===== src/ccs_params.svh =====
// register offsets, field positions and reset values of the clock select block
`ifndef CCS_PARAMS_SVH
`define CCS_PARAMS_SVH

`define CCS_OFF_PLL_SEL      12'h000
`define CCS_OFF_PLL_UPD      12'h004
`define CCS_OFF_MAIN_SEL     12'h008
`define CCS_OFF_MAIN_UPD     12'h00C
`define CCS_OFF_OUT_SEL      12'h010
`define CCS_OFF_OUT_UPD      12'h014
`define CCS_OFF_OUT_DIV      12'h018
`define CCS_OFF_PIN_CFG      12'h01C
`define CCS_OFF_STATUS       12'h020

`define CCS_RST_SEL          2'h0
`define CCS_RST_UPD          1'h1
`define CCS_RST_DIV          8'h00
`define CCS_RST_PIN_CFG      16'h0010
// writable bits of the pin configuration, bits 9:7 stay zero
`define CCS_PIN_CFG_MASK     16'hFC7F

`define CCS_PF_PIN_FUNCTION_HI       2
`define CCS_PF_PIN_FUNCTION_LO       0
`define CCS_PF_PULL_HI       4
`define CCS_PF_PULL_LO       3
`define CCS_PF_HYS           5
`define CCS_PF_INV           6
`define CCS_PF_OD            10
`define CCS_PF_FILT_HI       12
`define CCS_PF_FILT_LO       11
`define CCS_PF_FDIV_HI       15
`define CCS_PF_FDIV_LO       13

`define CCS_FDIV_RESERVED    3'h7

`endif


===== src/ccs_pkg.sv =====
// types shared by the clock source select block
package ccs_pkg;

    typedef enum logic [1:0] {
        CCS_PULL_NONE,
        CCS_PULL_DOWN,
        CCS_PULL_UP,
        CCS_PULL_REPEAT
    } ccs_pull_t;

    typedef enum logic [2:0] {
        CCS_FN_GPIO,
        CCS_FN_CLOCK_OUTPUT_PIN,
        CCS_FN_TIMER,
        CCS_FN_USB
    } ccs_pin_function_t;

    // sampled levels of the source oscillators
    typedef struct packed {
        logic internal_rc_oscillator;
        logic crystal_system_oscillator;
        logic wdt;
        logic pll_out;
        logic clk32k;
    } ccs_src_t;

    // pad configuration outputs
    typedef struct packed {
        logic pull_up;
        logic pull_down;
        logic repeater;
        logic hysteresis;
    } ccs_pad_cfg_t;

    typedef struct packed {
        logic [1:0] act;
        logic [1:0] nxt;
        logic       pend;
        logic       hold;
        logic       out;
    } ccs_mux_state_t;

    typedef struct packed {
        ccs_src_t    s1;
        ccs_src_t    s2;
        logic        pin1;
        logic        pin2;
        logic [1:0]  pll_sel;
        logic [1:0]  main_sel;
        logic [1:0]  out_sel;
        logic        pll_upd;
        logic        main_upd;
        logic        out_upd;
        logic [7:0]  div;
        logic [15:0] pcfg;
        logic [31:0] rdata;
        logic        err;
        logic [7:0]  cnt;
        logic        co_prev;
        logic        co;
        logic        fsamp;
        logic [1:0]  fcnt;
        logic        fval;
        logic        pad_out;
        logic        pad_oe_n;
    } ccs_state_t;

endpackage : ccs_pkg


===== src/ccs_glitch_free_mux.sv =====
// four-way glitch-free clock switch working on sampled clock levels
`timescale 1ns/1ps
module ccs_glitch_free_mux
    import ccs_pkg::*;
(
    input  wire logic       pclk,
    input  wire logic       presetn,
    input  wire logic [3:0] src,
    input  wire logic [3:0] legal,
    input  wire logic [1:0] sel,
    input  wire logic       update,
    output logic            clk_out,
    output logic [1:0]      active_sel
);
    ccs_mux_state_t st;
    ccs_mux_state_t next_st;

    // a reserved code yields a quiet low output
    function automatic logic lvl(input logic [3:0] s, input logic [3:0] l, input logic [1:0] i);
        lvl = s[i] & l[i];
    endfunction : lvl

    always_comb begin
        next_st = st;
        if (update) begin
            next_st.pend = 1'b1;
            next_st.nxt  = sel;
        end
        if (st.pend) begin
            // park low once the old source is low, then wait for the new one to be low
            if (!st.hold) begin
                if (!lvl(src, legal, st.act)) begin
                    next_st.hold = 1'b1;
                end
            end else if (!lvl(src, legal, st.nxt) && !update) begin
                next_st.act  = st.nxt;
                next_st.pend = 1'b0;
                next_st.hold = 1'b0;
            end
        end
        next_st.out = (st.pend && (st.hold || !lvl(src, legal, st.act))) ? 1'b0
                    : lvl(src, legal, st.act);
    end

    always_ff @(posedge pclk or negedge presetn) begin
        if (!presetn) begin
            st <= '0;
        end else begin
            st <= next_st;
        end
    end

    assign clk_out    = st.out;
    assign active_sel = st.act;
endmodule : ccs_glitch_free_mux


===== src/ccs_clock_select.sv =====
// clock source multiplexers, clock output divider and clock output pin logic
// Overview of operation
// - The main clock select is two bits, resets to 0, and picks internal RC, PLL input, watchdog oscillator or PLL output.
// - The clock output select is two bits, resets to 0, and picks internal RC, crystal, watchdog oscillator or main clock.
// - The eight-bit clock output divider resets to 0, where 0 stops the output, 1 passes it and N divides by N.
// - The PLL reference select is two bits, resets to 0, and picks internal RC, crystal, nothing or the 32 kHz clock.
// - The PLL reference update bit resets to 1, writing 0 changes nothing and writing 1 applies the new source.
// - The main clock update bit resets to 1, writing 0 changes nothing and writing 1 adopts the programmed source.
// - The clock output update bit resets to 1, writing 0 changes nothing and writing 1 adopts the programmed source.
// - The pin function field is three bits, resets to 0, and picks GPIO, clock output, timer match or USB toggle, else nothing.
// - The pull field at bits 4:3 resets to pull-up and picks none, pull-down, pull-up or repeater.
// - With the invert bit 6 set a high pin reads as 0, with it clear a high pin reads as 1.
// - Open-drain enable sits at bit 10 and hysteresis at bit 5, both reset to 0, and bits 9:7 read as 0.
// - The filter field at bits 12:11 resets to bypass and otherwise needs 1, 2 or 3 stable sampling ticks.
// - The sampling clock field at bits 15:13 resets to 0, picks divider 0 to 6, and code 7 is reserved.
`timescale 1ns/1ps
`include "ccs_params.svh"
module ccs_clock_select
    import ccs_pkg::*;
(
    input  wire logic        pclk,
    input  wire logic        presetn,
    input  wire logic        psel,
    input  wire logic        penable,
    input  wire logic        pwrite,
    input  wire logic [11:0] paddr,
    input  wire logic [31:0] pwdata,
    output logic [31:0]      prdata,
    output logic             pready,
    output logic             pslverr,
    input  wire ccs_src_t    src_clk,
    input  wire logic [6:0]  filter_tick,
    input  wire logic        gpio_out,
    input  wire logic        gpio_oe_n,
    input  wire logic        timer32_match_output,
    input  wire logic        usb_frame_toggle,
    input  wire logic        pad_in,
    output logic             pad_out,
    output logic             pad_oe_n,
    output ccs_pad_cfg_t     pad_cfg,
    output logic             gpio_in,
    output logic             main_clk,
    output logic             pll_in_clk,
    output logic             clock_output_pin
);
    ccs_state_t st;
    ccs_state_t next_st;

    logic       wr;
    logic       rd_setup;
    logic       pll_go;
    logic       main_go;
    logic       out_go;
    logic       mux_co;
    logic [1:0] pll_act;
    logic [1:0] main_act;
    logic [1:0] out_act;
    logic       hit;
    logic       tick;
    logic       raw;
    logic       src_rise;
    logic       drive_val;
    logic       drive_n;
    logic [1:0] fmode;

    assign wr       = psel && penable && pwrite;
    assign rd_setup = psel && !penable;
    // any write with bit 0 set applies the source, so a 0-then-1 sequence also works
    assign pll_go   = wr && paddr == `CCS_OFF_PLL_UPD && pwdata[0];
    assign main_go  = wr && paddr == `CCS_OFF_MAIN_UPD && pwdata[0];
    assign out_go   = wr && paddr == `CCS_OFF_OUT_UPD && pwdata[0];

    // code 2 of the PLL reference is reserved and gives no clock
    ccs_glitch_free_mux u_pll_mux (
        .pclk       (pclk),
        .presetn    (presetn),
        .src        ({st.s2.clk32k, 1'b0, st.s2.crystal_system_oscillator, st.s2.internal_rc_oscillator}),
        .legal      (4'hB),
        .sel        (st.pll_sel),
        .update     (pll_go),
        .clk_out    (pll_in_clk),
        .active_sel (pll_act)
    );

    ccs_glitch_free_mux u_main_mux (
        .pclk       (pclk),
        .presetn    (presetn),
        .src        ({st.s2.pll_out, st.s2.wdt, pll_in_clk, st.s2.internal_rc_oscillator}),
        .legal      (4'hF),
        .sel        (st.main_sel),
        .update     (main_go),
        .clk_out    (main_clk),
        .active_sel (main_act)
    );

    ccs_glitch_free_mux u_out_mux (
        .pclk       (pclk),
        .presetn    (presetn),
        .src        ({main_clk, st.s2.wdt, st.s2.crystal_system_oscillator, st.s2.internal_rc_oscillator}),
        .legal      (4'hF),
        .sel        (st.out_sel),
        .update     (out_go),
        .clk_out    (mux_co),
        .active_sel (out_act)
    );

    always_comb begin
        next_st = st;
        hit     = 1'b1;
        fmode   = st.pcfg[`CCS_PF_FILT_HI:`CCS_PF_FILT_LO];
        // pin-side inputs pass two flip-flops before use
        next_st.s1   = src_clk;
        next_st.s2   = st.s1;
        next_st.pin1 = pad_in;
        next_st.pin2 = st.pin1;

        if (wr) begin
            case (paddr)
                `CCS_OFF_PLL_SEL:  next_st.pll_sel  = pwdata[1:0];
                `CCS_OFF_PLL_UPD:  next_st.pll_upd  = pwdata[0];
                `CCS_OFF_MAIN_SEL: next_st.main_sel = pwdata[1:0];
                `CCS_OFF_MAIN_UPD: next_st.main_upd = pwdata[0];
                `CCS_OFF_OUT_SEL:  next_st.out_sel  = pwdata[1:0];
                `CCS_OFF_OUT_UPD:  next_st.out_upd  = pwdata[0];
                `CCS_OFF_OUT_DIV:  next_st.div      = pwdata[7:0];
                `CCS_OFF_PIN_CFG:  next_st.pcfg     = pwdata[15:0] & `CCS_PIN_CFG_MASK;
                default: ;
            endcase
        end

        // read data is captured in the setup cycle so prdata comes from a flop
        if (rd_setup) begin
            next_st.rdata = '0;
            case (paddr)
                `CCS_OFF_PLL_SEL:  next_st.rdata[1:0]  = st.pll_sel;
                `CCS_OFF_PLL_UPD:  next_st.rdata[0]    = st.pll_upd;
                `CCS_OFF_MAIN_SEL: next_st.rdata[1:0]  = st.main_sel;
                `CCS_OFF_MAIN_UPD: next_st.rdata[0]    = st.main_upd;
                `CCS_OFF_OUT_SEL:  next_st.rdata[1:0]  = st.out_sel;
                `CCS_OFF_OUT_UPD:  next_st.rdata[0]    = st.out_upd;
                `CCS_OFF_OUT_DIV:  next_st.rdata[7:0]  = st.div;
                `CCS_OFF_PIN_CFG:  next_st.rdata[15:0] = st.pcfg;
                `CCS_OFF_STATUS:   next_st.rdata[6:0]  = {st.fval, out_act, main_act, pll_act};
                default:           hit = 1'b0;
            endcase
            // writes to unmapped offsets are dropped without an error response
            next_st.err = !hit && !pwrite;
        end

        // divider counts rising edges of the selected output source
        src_rise       = mux_co && !st.co_prev;
        next_st.co_prev = mux_co;
        if (st.div == 8'h00) begin
            next_st.cnt = 8'h00;
            next_st.co  = 1'b0;
        end else if (st.div == 8'h01) begin
            next_st.cnt = 8'h00;
            next_st.co  = mux_co;
        end else begin
            if (src_rise) begin
                next_st.cnt = (st.cnt >= st.div - 8'h01) ? 8'h00 : st.cnt + 8'h01;
            end
            next_st.co = next_st.cnt < (st.div >> 1);
        end

        // sampling tick from the chosen pin-configuration divider, none for the reserved code
        tick = (st.pcfg[`CCS_PF_FDIV_HI:`CCS_PF_FDIV_LO] == `CCS_FDIV_RESERVED) ? 1'b0
             : filter_tick[st.pcfg[`CCS_PF_FDIV_HI:`CCS_PF_FDIV_LO]];
        raw = st.pin2 ^ st.pcfg[`CCS_PF_INV];
        if (fmode == 2'h0) begin
            next_st.fsamp = raw;
            next_st.fcnt  = 2'h0;
            next_st.fval  = raw;
        end else if (tick) begin
            if (raw != st.fsamp) begin
                next_st.fsamp = raw;
                next_st.fcnt  = 2'h1;
            end else if (st.fcnt != 2'h3) begin
                next_st.fcnt = st.fcnt + 2'h1;
            end
            if (next_st.fcnt >= fmode) begin
                next_st.fval = next_st.fsamp;
            end
        end

        drive_val = 1'b0;
        drive_n   = 1'b1;
        case (st.pcfg[`CCS_PF_PIN_FUNCTION_HI:`CCS_PF_PIN_FUNCTION_LO])
            CCS_FN_GPIO: begin
                drive_val = gpio_out;
                drive_n   = gpio_oe_n;
            end
            CCS_FN_CLOCK_OUTPUT_PIN: begin
                drive_val = st.co;
                drive_n   = 1'b0;
            end
            CCS_FN_TIMER: begin
                drive_val = timer32_match_output;
                drive_n   = 1'b0;
            end
            CCS_FN_USB: begin
                drive_val = usb_frame_toggle;
                drive_n   = 1'b0;
            end
            default: ;
        endcase
        // open drain only ever pulls low; a high level releases the pad
        if (st.pcfg[`CCS_PF_OD]) begin
            next_st.pad_out  = 1'b0;
            next_st.pad_oe_n = drive_n || drive_val;
        end else begin
            next_st.pad_out  = drive_val;
            next_st.pad_oe_n = drive_n;
        end
    end

    always_ff @(posedge pclk or negedge presetn) begin
        if (!presetn) begin
            st          <= '0;
            st.pll_sel  <= `CCS_RST_SEL;
            st.main_sel <= `CCS_RST_SEL;
            st.out_sel  <= `CCS_RST_SEL;
            st.pll_upd  <= `CCS_RST_UPD;
            st.main_upd <= `CCS_RST_UPD;
            st.out_upd  <= `CCS_RST_UPD;
            st.div      <= `CCS_RST_DIV;
            st.pcfg     <= `CCS_RST_PIN_CFG;
            st.pad_oe_n <= 1'b1;
        end else begin
            st <= next_st;
        end
    end

    assign prdata             = st.rdata;
    assign pready             = psel && penable;
    assign pslverr            = psel && penable && st.err;
    assign pad_out            = st.pad_out;
    assign pad_oe_n           = st.pad_oe_n;
    assign gpio_in            = st.fval;
    assign clock_output_pin   = st.co;
    assign pad_cfg.pull_up    = st.pcfg[`CCS_PF_PULL_HI:`CCS_PF_PULL_LO] == CCS_PULL_UP;
    assign pad_cfg.pull_down  = st.pcfg[`CCS_PF_PULL_HI:`CCS_PF_PULL_LO] == CCS_PULL_DOWN;
    assign pad_cfg.repeater   = st.pcfg[`CCS_PF_PULL_HI:`CCS_PF_PULL_LO] == CCS_PULL_REPEAT;
    assign pad_cfg.hysteresis = st.pcfg[`CCS_PF_HYS];
endmodule : ccs_clock_select


===== config.mk =====
export PLATFORM = sky130hd
export DESIGN_NAME = ccs_clock_select
export DESIGN_NICKNAME = d
export VERILOG_FILES = /design/src/ccs_pkg.sv /design/src/ccs_glitch_free_mux.sv /design/src/ccs_clock_select.sv
export VERILOG_INCLUDE_DIRS = /design/src
export SDC_FILE = /design/constraint.sdc
export NUM_CORES = 1
export LEC_CHECK = 0
export BUFFER_PORTS_ARGS = -buffer_cell sky130_fd_sc_hd__buf_2
export CORE_ASPECT_RATIO = 1.75
export CORE_UTILIZATION = 40
export CTS_BUF_LIST = sky130_fd_sc_hd__clkbuf_4 sky130_fd_sc_hd__clkbuf_8
export CTS_CLUSTER_DIAMETER = 100
export CTS_CLUSTER_SIZE = 16
export DETAILED_ROUTE_END_ITERATION = 10
export GPL_TIMING_DRIVEN = 0
export PLACE_DENSITY = 0.7
export SYNTH_ARGS = -nofsm -noshare
export SYNTH_HDL_FRONTEND = slang
export SYNTH_SLANG_ARGS = --single-unit

===== constraint.sdc =====
create_clock -name pclk -period 3.4 [get_ports pclk]
set_input_delay 0.51 -clock pclk [delete_from_list [all_inputs] [get_ports pclk]]
set_output_delay 0.51 -clock pclk [all_outputs]
set_load 0.1 [all_outputs]

# Yosys cells after proc, flatten, opt, wreduce, memory -nomap -nowiden
# Cells that the tools add are included.
op_classes:
  n_addsub: 3
  n_mul: 0
  div: 0
  order_cmp: 10
  n_eq_ne: 18
  shift: 0
  mux: 74
  bitwise: 7
  n_reduce_logical: 55
op_table:
  columns: ["op", "count"]
  rows:
  - ["$mux 8", 7]
  - ["$eq 12x5->1 const B", 4]
  - ["$mux 1", 36]
  - ["$bmux 1 s2", 12]
  - ["$eq 12x4->1 const B", 2]
  - ["$mux 2", 11]
  - ["$logic_and 1x1->1", 18]
  - ["$lt 2x3->1 const B", 6]
  - ["$reduce_and 2->1", 9]
  - ["$pmux 5 s3", 1]
  - ["$logic_not 1->1", 13]
  - ["$eq 12x3->1 const B", 1]
  - ["$eq 12x6->1 const B", 1]
  - ["$logic_not 12->1", 1]
  - ["$pmux 1 s9", 1]
  - ["$reduce_and 3->1", 3]
  - ["$reduce_or 9->1", 1]
  - ["$add 8x1->8 const B", 1]
  - ["$eq 8x1->1 const B", 1]
  - ["$ge 8x8->1", 1]
  - ["$logic_not 8->1", 1]
  - ["$lt 8x7->1", 1]
  - ["$mux 4", 2]
  - ["$sub 8x1->8 const B", 1]
  - ["other kinds (21)", 32]
totals:
  reg_bits: 96
  latchBits: 0
  ramBits: 0
  mem_bits_ro: 0
  elab_cells: 212
  n_memories: 0

# Logic depth before layout (Yosys ltp)
# Gate-level depths: netlist of the first run.
depth:
  ltp_word: 9
  mapped_depth: 16
  mapped_depth_nobuf: 16

# Modules after synthesis
# Synthesis of the first run repeated with hierarchy kept, for this count alone.
unflattened:
  cells_unflattened: 485
  hier_area_um2: 5235.0
by_module_without_submodules:
  columns: ["module", "n_inst", "cells_per_inst", "area_per_inst_um2", "seq_area_each_um2"]
  rows:
  - ["ccs_clock_select", 1, 392, 4157.7, 1833.0]
  - ["ccs_glitch_free_mux", 3, 31, 359.1, 175.2]

# Worst setup path after synthesis of the first run
# Ideal clock, no wire load.
synth_timing:
  path_kind: "register -> register"
  from: "register st[68] in the netlist's numbering"
  to: "register st, in the netlist clock_output_pin"
  setup_time_ns: 0.099
  arrival_time_ns: 3.433
  slack_ns: -0.133
  stages_incl_launch_ff: 15
  path_buffers: 0
  synth_period_minus_slack_ns: 3.533
  cell_sequence: "dfrtp_1 or4_1 nor4_1 xnor2_1 ha_1 and4_1 o21ai_0 o21a_1 nor2_1 nor2_1 ha_1 or3_1 a221oi_1 o21ai_0 a311oi_1"
synth_rtl:
  columns: ["element", "line_no", "text"]
  rows:
  - ["from (decl)", "ccs_clock_select.sv:46", "ccs_state_t st;"]
  - ["from (signal assigned)", "ccs_clock_select.sv:230", "st <= next_st;"]

==> results of run 1 <==
metrics by stage:
step | setup WS (ns) | cell area, um^2
floorplan | 0.0150 | 5120
global placement | -0.585 | 5680
detailed placement | -0.574 | 5710
CTS | -0.325 | 6090
global route | -0.403 | 6310
finish | -0.243 | 6310
cell type report:
cell class	count	area, um^2
Buffer	45	303
Inverter	14	52.6
Clock buffer	10	138
Fill cell	1072	5830
Timing Repair Buffer	85	487
Multi-Input combinational cell	322	2650
Sequential cell	94	2360
Clock inverter	6	116
Tap cell	165	206
per-layer routing:
layer	track usage	part of all wire	routed length, um	up-vias
met5	0	0	0	-
met3	0.0384	0.044	568	52
met1	0.212	0.35	4480	1934
met2	0.368	0.55	7110	152
li1	-	-	-	1834
met4	0.123	0.053	679	0
final timing paths:
path / from / end / slack [ns] / depth (start not counted)
max: st[70]$_DFFE_PN0P_ / clock_output_pin$_DFF_PN0_ / -0.24 / 14
min: presetn / prdata[0]$_DFFE_PN0P_ / 0.13 / 1
max reg2reg: st[70]$_DFFE_PN0P_ / clock_output_pin$_DFF_PN0_ / -0.24 / 14
min reg2reg: next_st[85]$_DFF_PN0_ / st[85]$_DFF_PN0_ / 0.36 / 0
max in group asynchronous: presetn / st[73]$_DFFE_PN1P_ / 2.59 / 2
min in group pclk: src_clk[2] / next_st[86]$_DFF_PN0_ / 0.24 / 1
where the power goes:
part	total, mW	internal [mW]	switching [mW]
clock	0.923	0.515	0.408
combinational	0.541	0.179	0.362
sequential	1.22	1.17	0.0561
total	2.69	1.86	0.826
cell families after synthesis:
group,count (synthesis),share of synthesized area
AO/OA/AOI/OAI,76,0.104
flip-flops,94,0.468
AND/OR/NAND/NOR,146,0.162
XOR/XNOR,13,0.0226
multiplexers,49,0.123
adder cells (fa/ha/maj),20,0.0497
buffers and inverters,59,0.0705
other,1,0.000744
worst max-delay path, stage by stage, from the launching register on:
cell and delay, ns:
dfrtp_2 0.43, buf_4 0.16, nor4_4 0.35, nand2_1 0.17
xnor2_2 0.16, ha_1 0.33, and4_4 0.25, o21ai_4 0.07
o21ai_4 0.22, o21ai_1 0.17, ha_1 0.22, or3_4 0.39
a221oi_4 0.24, o21ai_1 0.12, a311oi_2 0.27
state kept, by name (all words and copies together), names as in the netlist:
| name | flops |
|---|---|
| clock_output_pin | 1 |
| fmode | 2 |
| gpio_in | 1 |
| next_st | 6 |
| pad_cfg | 1 |
| pad_oe_n | 1 |
| pad_out | 1 |
| prdata | 14 |
| st | 46 |
| u_main_mux.active_sel | 2 |
| u_main_mux.clk_out | 1 |
| u_main_mux.st | 4 |
| u_out_mux.active_sel | 2 |
| u_out_mux.clk_out | 1 |
| u_out_mux.st | 4 |
| u_pll_mux.active_sel | 2 |
| u_pll_mux.clk_out | 1 |
| u_pll_mux.st | 4 |
cell usage in the layout (no fill, tap or decap), types with 3 or more instances in the layout:
cell / instances
a21o_1: 4
a21oi_1: 7
a222oi_1: 5
and2_1: 5
and3_1: 6
buf_2: 75
buf_4: 47
bufinv_16: 3
clkbuf_1: 6
clkbuf_8: 10
conb_1: 18
dfrtp_1: 88
dfstp_2: 5
ha_1: 15
ha_4: 5
inv_1: 14
mux2_1: 4
mux2_2: 30
mux2i_1: 7
mux4_2: 6
nand2_1: 39
nand2b_1: 7
nand3_1: 22
nand4_1: 4
nor2_1: 21
nor2_4: 3
nor2b_1: 5
nor3_1: 3
nor3_2: 4
nor3b_1: 3
nor4_2: 3
nor4_4: 3
o21a_1: 4
o21ai_0: 18
o21ai_1: 6
xnor2_1: 6
xor2_1: 5
timing repair:
action                     CTS  global route
setup endpoints to repair    1             1
setup buffers                6             7
pin swaps                   12            19
hold endpoints to repair     0             0
resized for setup           21            24
==> reports/qor.yml, run 1 <==
peakVddDrop_uv: 334
grt_pass1_wl_mm: 19.9
drt-initial-drc-count: 345
finalSetupViolCount: 1
clkTransAtPathRegs_ns: 0.09
crit_type: "reg -> reg"
final_layout_size_suffix_gt1_frac: 0.387
diodes: 0
clock_skew_ns: 0.00647
final_cells: 741
power_leakage_nw: 3.12
grt_pass1_vias: 4127
tns_ns: -0.243
seq_area_frac_synth: 0.468
clock-sinks: 94
numCtsBuffers: 9
status: "finished, violations left"
violations: "setup timing"
vias: 3972
wire_per_inst_um: 17.3
critical_path_required_ns: 3.68
tightest_slew_ns: 0.757
clk_latency_ns: 0.37
synth_cell_types: 66
overflow: 0
synth_cells: 458
die_area_um2: 13100
rows: 53
ys.warnings.count: 0
yosys-top-cells-count: "dfrtp_1, nand2_1, buf_4"
avgSynthCellArea_um2: 11.0
async_reset_ff_frac: 1.00
syn_area_um2: 5040
final.period_utilization: 1.07
drc: 0
track_usage: 0.203
powerDensity_nw_per_um2: 426
syn_to_final_growth_pct: 25.1
die_y_um: 150
ys.flop_type: "dfrtp_1"
worstPathMaxFanout: 3
antenna_found_initial: 0
clock.fmax_mhz: 274
crit_path_end_kind: "flop"
slew_violations: 0
worstSetupStartpointType: "flop"
critPathArrivalTime_ns: 3.93
synth_top_area_share: 0.442
io_buffers: 71
die_w_um: 86.9
drtAntennaViolNets: 0
grt_max_degree: 55
finish.utilization: 0.520
max_slew_margin: 0.491
start_util: 0.415
synth_seq_cells: 94
vias_per_cell: 5.36
min_path_type: "in -> async"
post-dp-hpwl_mm: 9.55
hold_violations: 0
htreeDepth: 3
fin_crit_ns: 3.64
core_um2: 12100
routabilityCongestion: 0.895
place_inst: 712
whs_ns: 0.129
wl_mm: 12.8
cts_tree: "yes"
io_pins: 110
total_power_mw: 2.69
rsz0062_at_grt: "true"
yosys-top-cells-area: "dfrtp_1, mux2_2, buf_4, ha_1, nand2_1"
firstDrtPassIters: 8
cts-root-buf: "clkbuf_8"
cts_max_path_buffers: 2
yosysTopAreaCell: "dfrtp_1"
yosysMostFrequentCell: "dfrtp_1"
cap_violations: 0
layout_setup_ws_ns: -0.243
postCtsHoldBufs: 0
synth-edff-count: 0
nNetsFinal: 657
No activity file was read; power rests on OpenSTA's default activity.
==> inputs of run 2 (changes only) <==
Settings changed: CTS_BUF_LIST sky130_fd_sc_hd__clkbuf_4 sky130_fd_sc_hd__clkbuf_8 to sky130_fd_sc_hd__clkbuf_4 sky130_fd_sc_hd__clkbuf_8 sky130_fd_sc_hd__clkbuf_16.
==> run 2 against run 1 <==
  * The flow still finishes with violations (setup timing)
  * Sequential share of layout area up 0.087 points
  * Highest routed layer unchanged
  * Largest power group unchanged
  * Register-to-register slack worse by 0.07 ns
  * Count of clock-buffer cells in the layout unchanged
==> reports/qor.yml, run 2 (synthesis gave the netlist of run 1 again) <==
final_layout_size_suffix_gt1_frac: 0.371
min_path_type: "in -> async"
max_stage_delay_ns: 0.57
cts-root-buf: "clkbuf_16"
cap_violations: 0
postCtsHoldBufs: 0
rows: 53
clk_latency_ns: 0.35
track_usage: 0.205
reg2reg_from: "st[70]$_DFFE_PN0P_"
place_ws_ns: -0.574
max_slew_margin: 0.452
rsz0062_at_grt: "true"
clock.fmax_mhz: 269
grt_pass1_vias: 4135
rr_endpoint: "clock_output_pin$_DFF_PN0_"
critical_path_depth: 14
mostFrequentLayoutCells: "dfrtp_1, buf_2, buf_4, nand2_1, mux2_2"
antenna_found_initial: 0
clock-sinks: 94
grt_pass1_wl_mm: 20.1
clkTransAtPathRegs_ns: 0.07
grt_max_degree: 55
fin_crit_ns: 3.71
cp_slowest_cell: "or4_4"
final_common_cell: "dfrtp_1"
ff2ff_setup_slack_ns: -0.31
tightest_slew_ns: 0.816
start_util: 0.415
drt-initial-drc-count: 295
crit_path_end_kind: "flop"
hold_violations: 0
vias: 3970
clock_skew_ns: 0.00443
path_cells: "or4_4 -> nor4_4 -> xnor2_1 -> ha_1 -> and4_1 -> o21ai_2 -> o21a_2 -> nor2_4 -> nor2_4 -> ha_4 -> or3_4 -> a221oi_4 -> o21ai_1 -> a311oi_1"
finalSetupViolCount: 1
routabilityCongestion: 0.895
io_buffers: 71
worstSetupStartpointType: "flop"
cts_tree: "yes"
layout_setup_ws_ns: -0.312
crit_type: "reg -> reg"
vias_per_cell: 5.39
drtAntennaViolNets: 0
io_pins: 110
status: "finished, violations left"
nNetsFinal: 653
post-dp-hpwl_mm: 9.55
cp_num_buf_inv: 0
final.period_utilization: 1.09
cts_max_path_buffers: 2
slew_violations: 0
diodes: 0
worstPathMaxFanout: 4
powerDensity_nw_per_um2: 466
firstDrtPassIters: 4
placed_cell_area_um2: 5710
crit_family: "simple AND/OR/NAND/NOR gates"
syn_to_final_growth_pct: 24.9
peakVddDrop_uv: 282
violations: "setup timing"
ff2ff_path_depth: 14
drc: 0
whs_ns: 0.148
numCtsBuffers: 9
critical_path_required_ns: 3.65
wl_mm: 12.7
die_w_um: 86.9
wire_per_inst_um: 17.3
htreeDepth: 3
core_um2: 12100
largest_reg_flops: 46
stdcell_area_um2: 6300
power_leakage_nw: 3.11
die_area_um2: 13100
cpMostUsedCell: "nor2_4"
top_register: "st"
critPathArrivalTime_ns: 3.96
overflow: 0
die_y_um: 150
-- run 2: cell count changes in the layout (fill, tap and decap cells not counted), sizes merged --
cell  previous run  this run
buf            124       120
-- run 2: area by class of cell --
| cell class | instances | area, um^2 |
|---|---|---|
| buffer | 45 | 303 |
| clock buffer | 10 | 239 |
| clock inverter | 6 | 116 |
| fill | 1072 | 5840 |
| inverter | 14 | 52.6 |
| multi-input combinational | 322 | 2560 |
| sequential | 94 | 2360 |
| tap | 165 | 206 |
| timing repair buffer | 81 | 453 |
-- run 2: through the flow --
stage	cells	util	total power, mW	TNS [ns]
2_1_floorplan	475	-	1.57	0
3_5_place_dp	712	0.471	1.71	-0.574
3_3_place_gp	711	0.468	1.69	-0.585
5_1_grt	737	0.519	3.03	-0.474
6_report	737	0.519	2.94	-0.312
4_1_cts	734	0.510	2.91	-0.273
-- run 2: worst max-delay path by stage --
stage,startpoint,endpoint
2_1_floorplan,st[68]$_DFFE_PN0P_,clock_output_pin$_DFF_PN0_
3_3_place_gp,st[68]$_DFFE_PN0P_,clock_output_pin$_DFF_PN0_
3_5_place_dp,st[68]$_DFFE_PN0P_,clock_output_pin$_DFF_PN0_
4_1_cts,st[68]$_DFFE_PN0P_,clock_output_pin$_DFF_PN0_
5_1_grt,st[70]$_DFFE_PN0P_,clock_output_pin$_DFF_PN0_
6_report,st[70]$_DFFE_PN0P_,clock_output_pin$_DFF_PN0_
-- run 2: layer usage --
layer / global-route usage / wire, um / vias up
met5: 0 / 0 / -
met4: 0.127 / 541 / 0
met3: 0.0302 / 641 / 40
met2: 0.382 / 7170 / 135
met1: 0.210 / 4370 / 1962
li1: - / - / 1833
-- run 2: what timing repair did --
item,4_1_cts,5_1_grt
resized for setup,20,14
pin swaps,11,16
endpoints found under the setup margin,1,1
setup buffers,6,3
-- run 2: report_power, final --
group / switching [mW] / internal, mW / total (mW)
combinational: 0.349 / 0.165 / 0.514
sequential: 0.0586 / 1.17 / 1.23
clock: 0.448 / 0.745 / 1.19
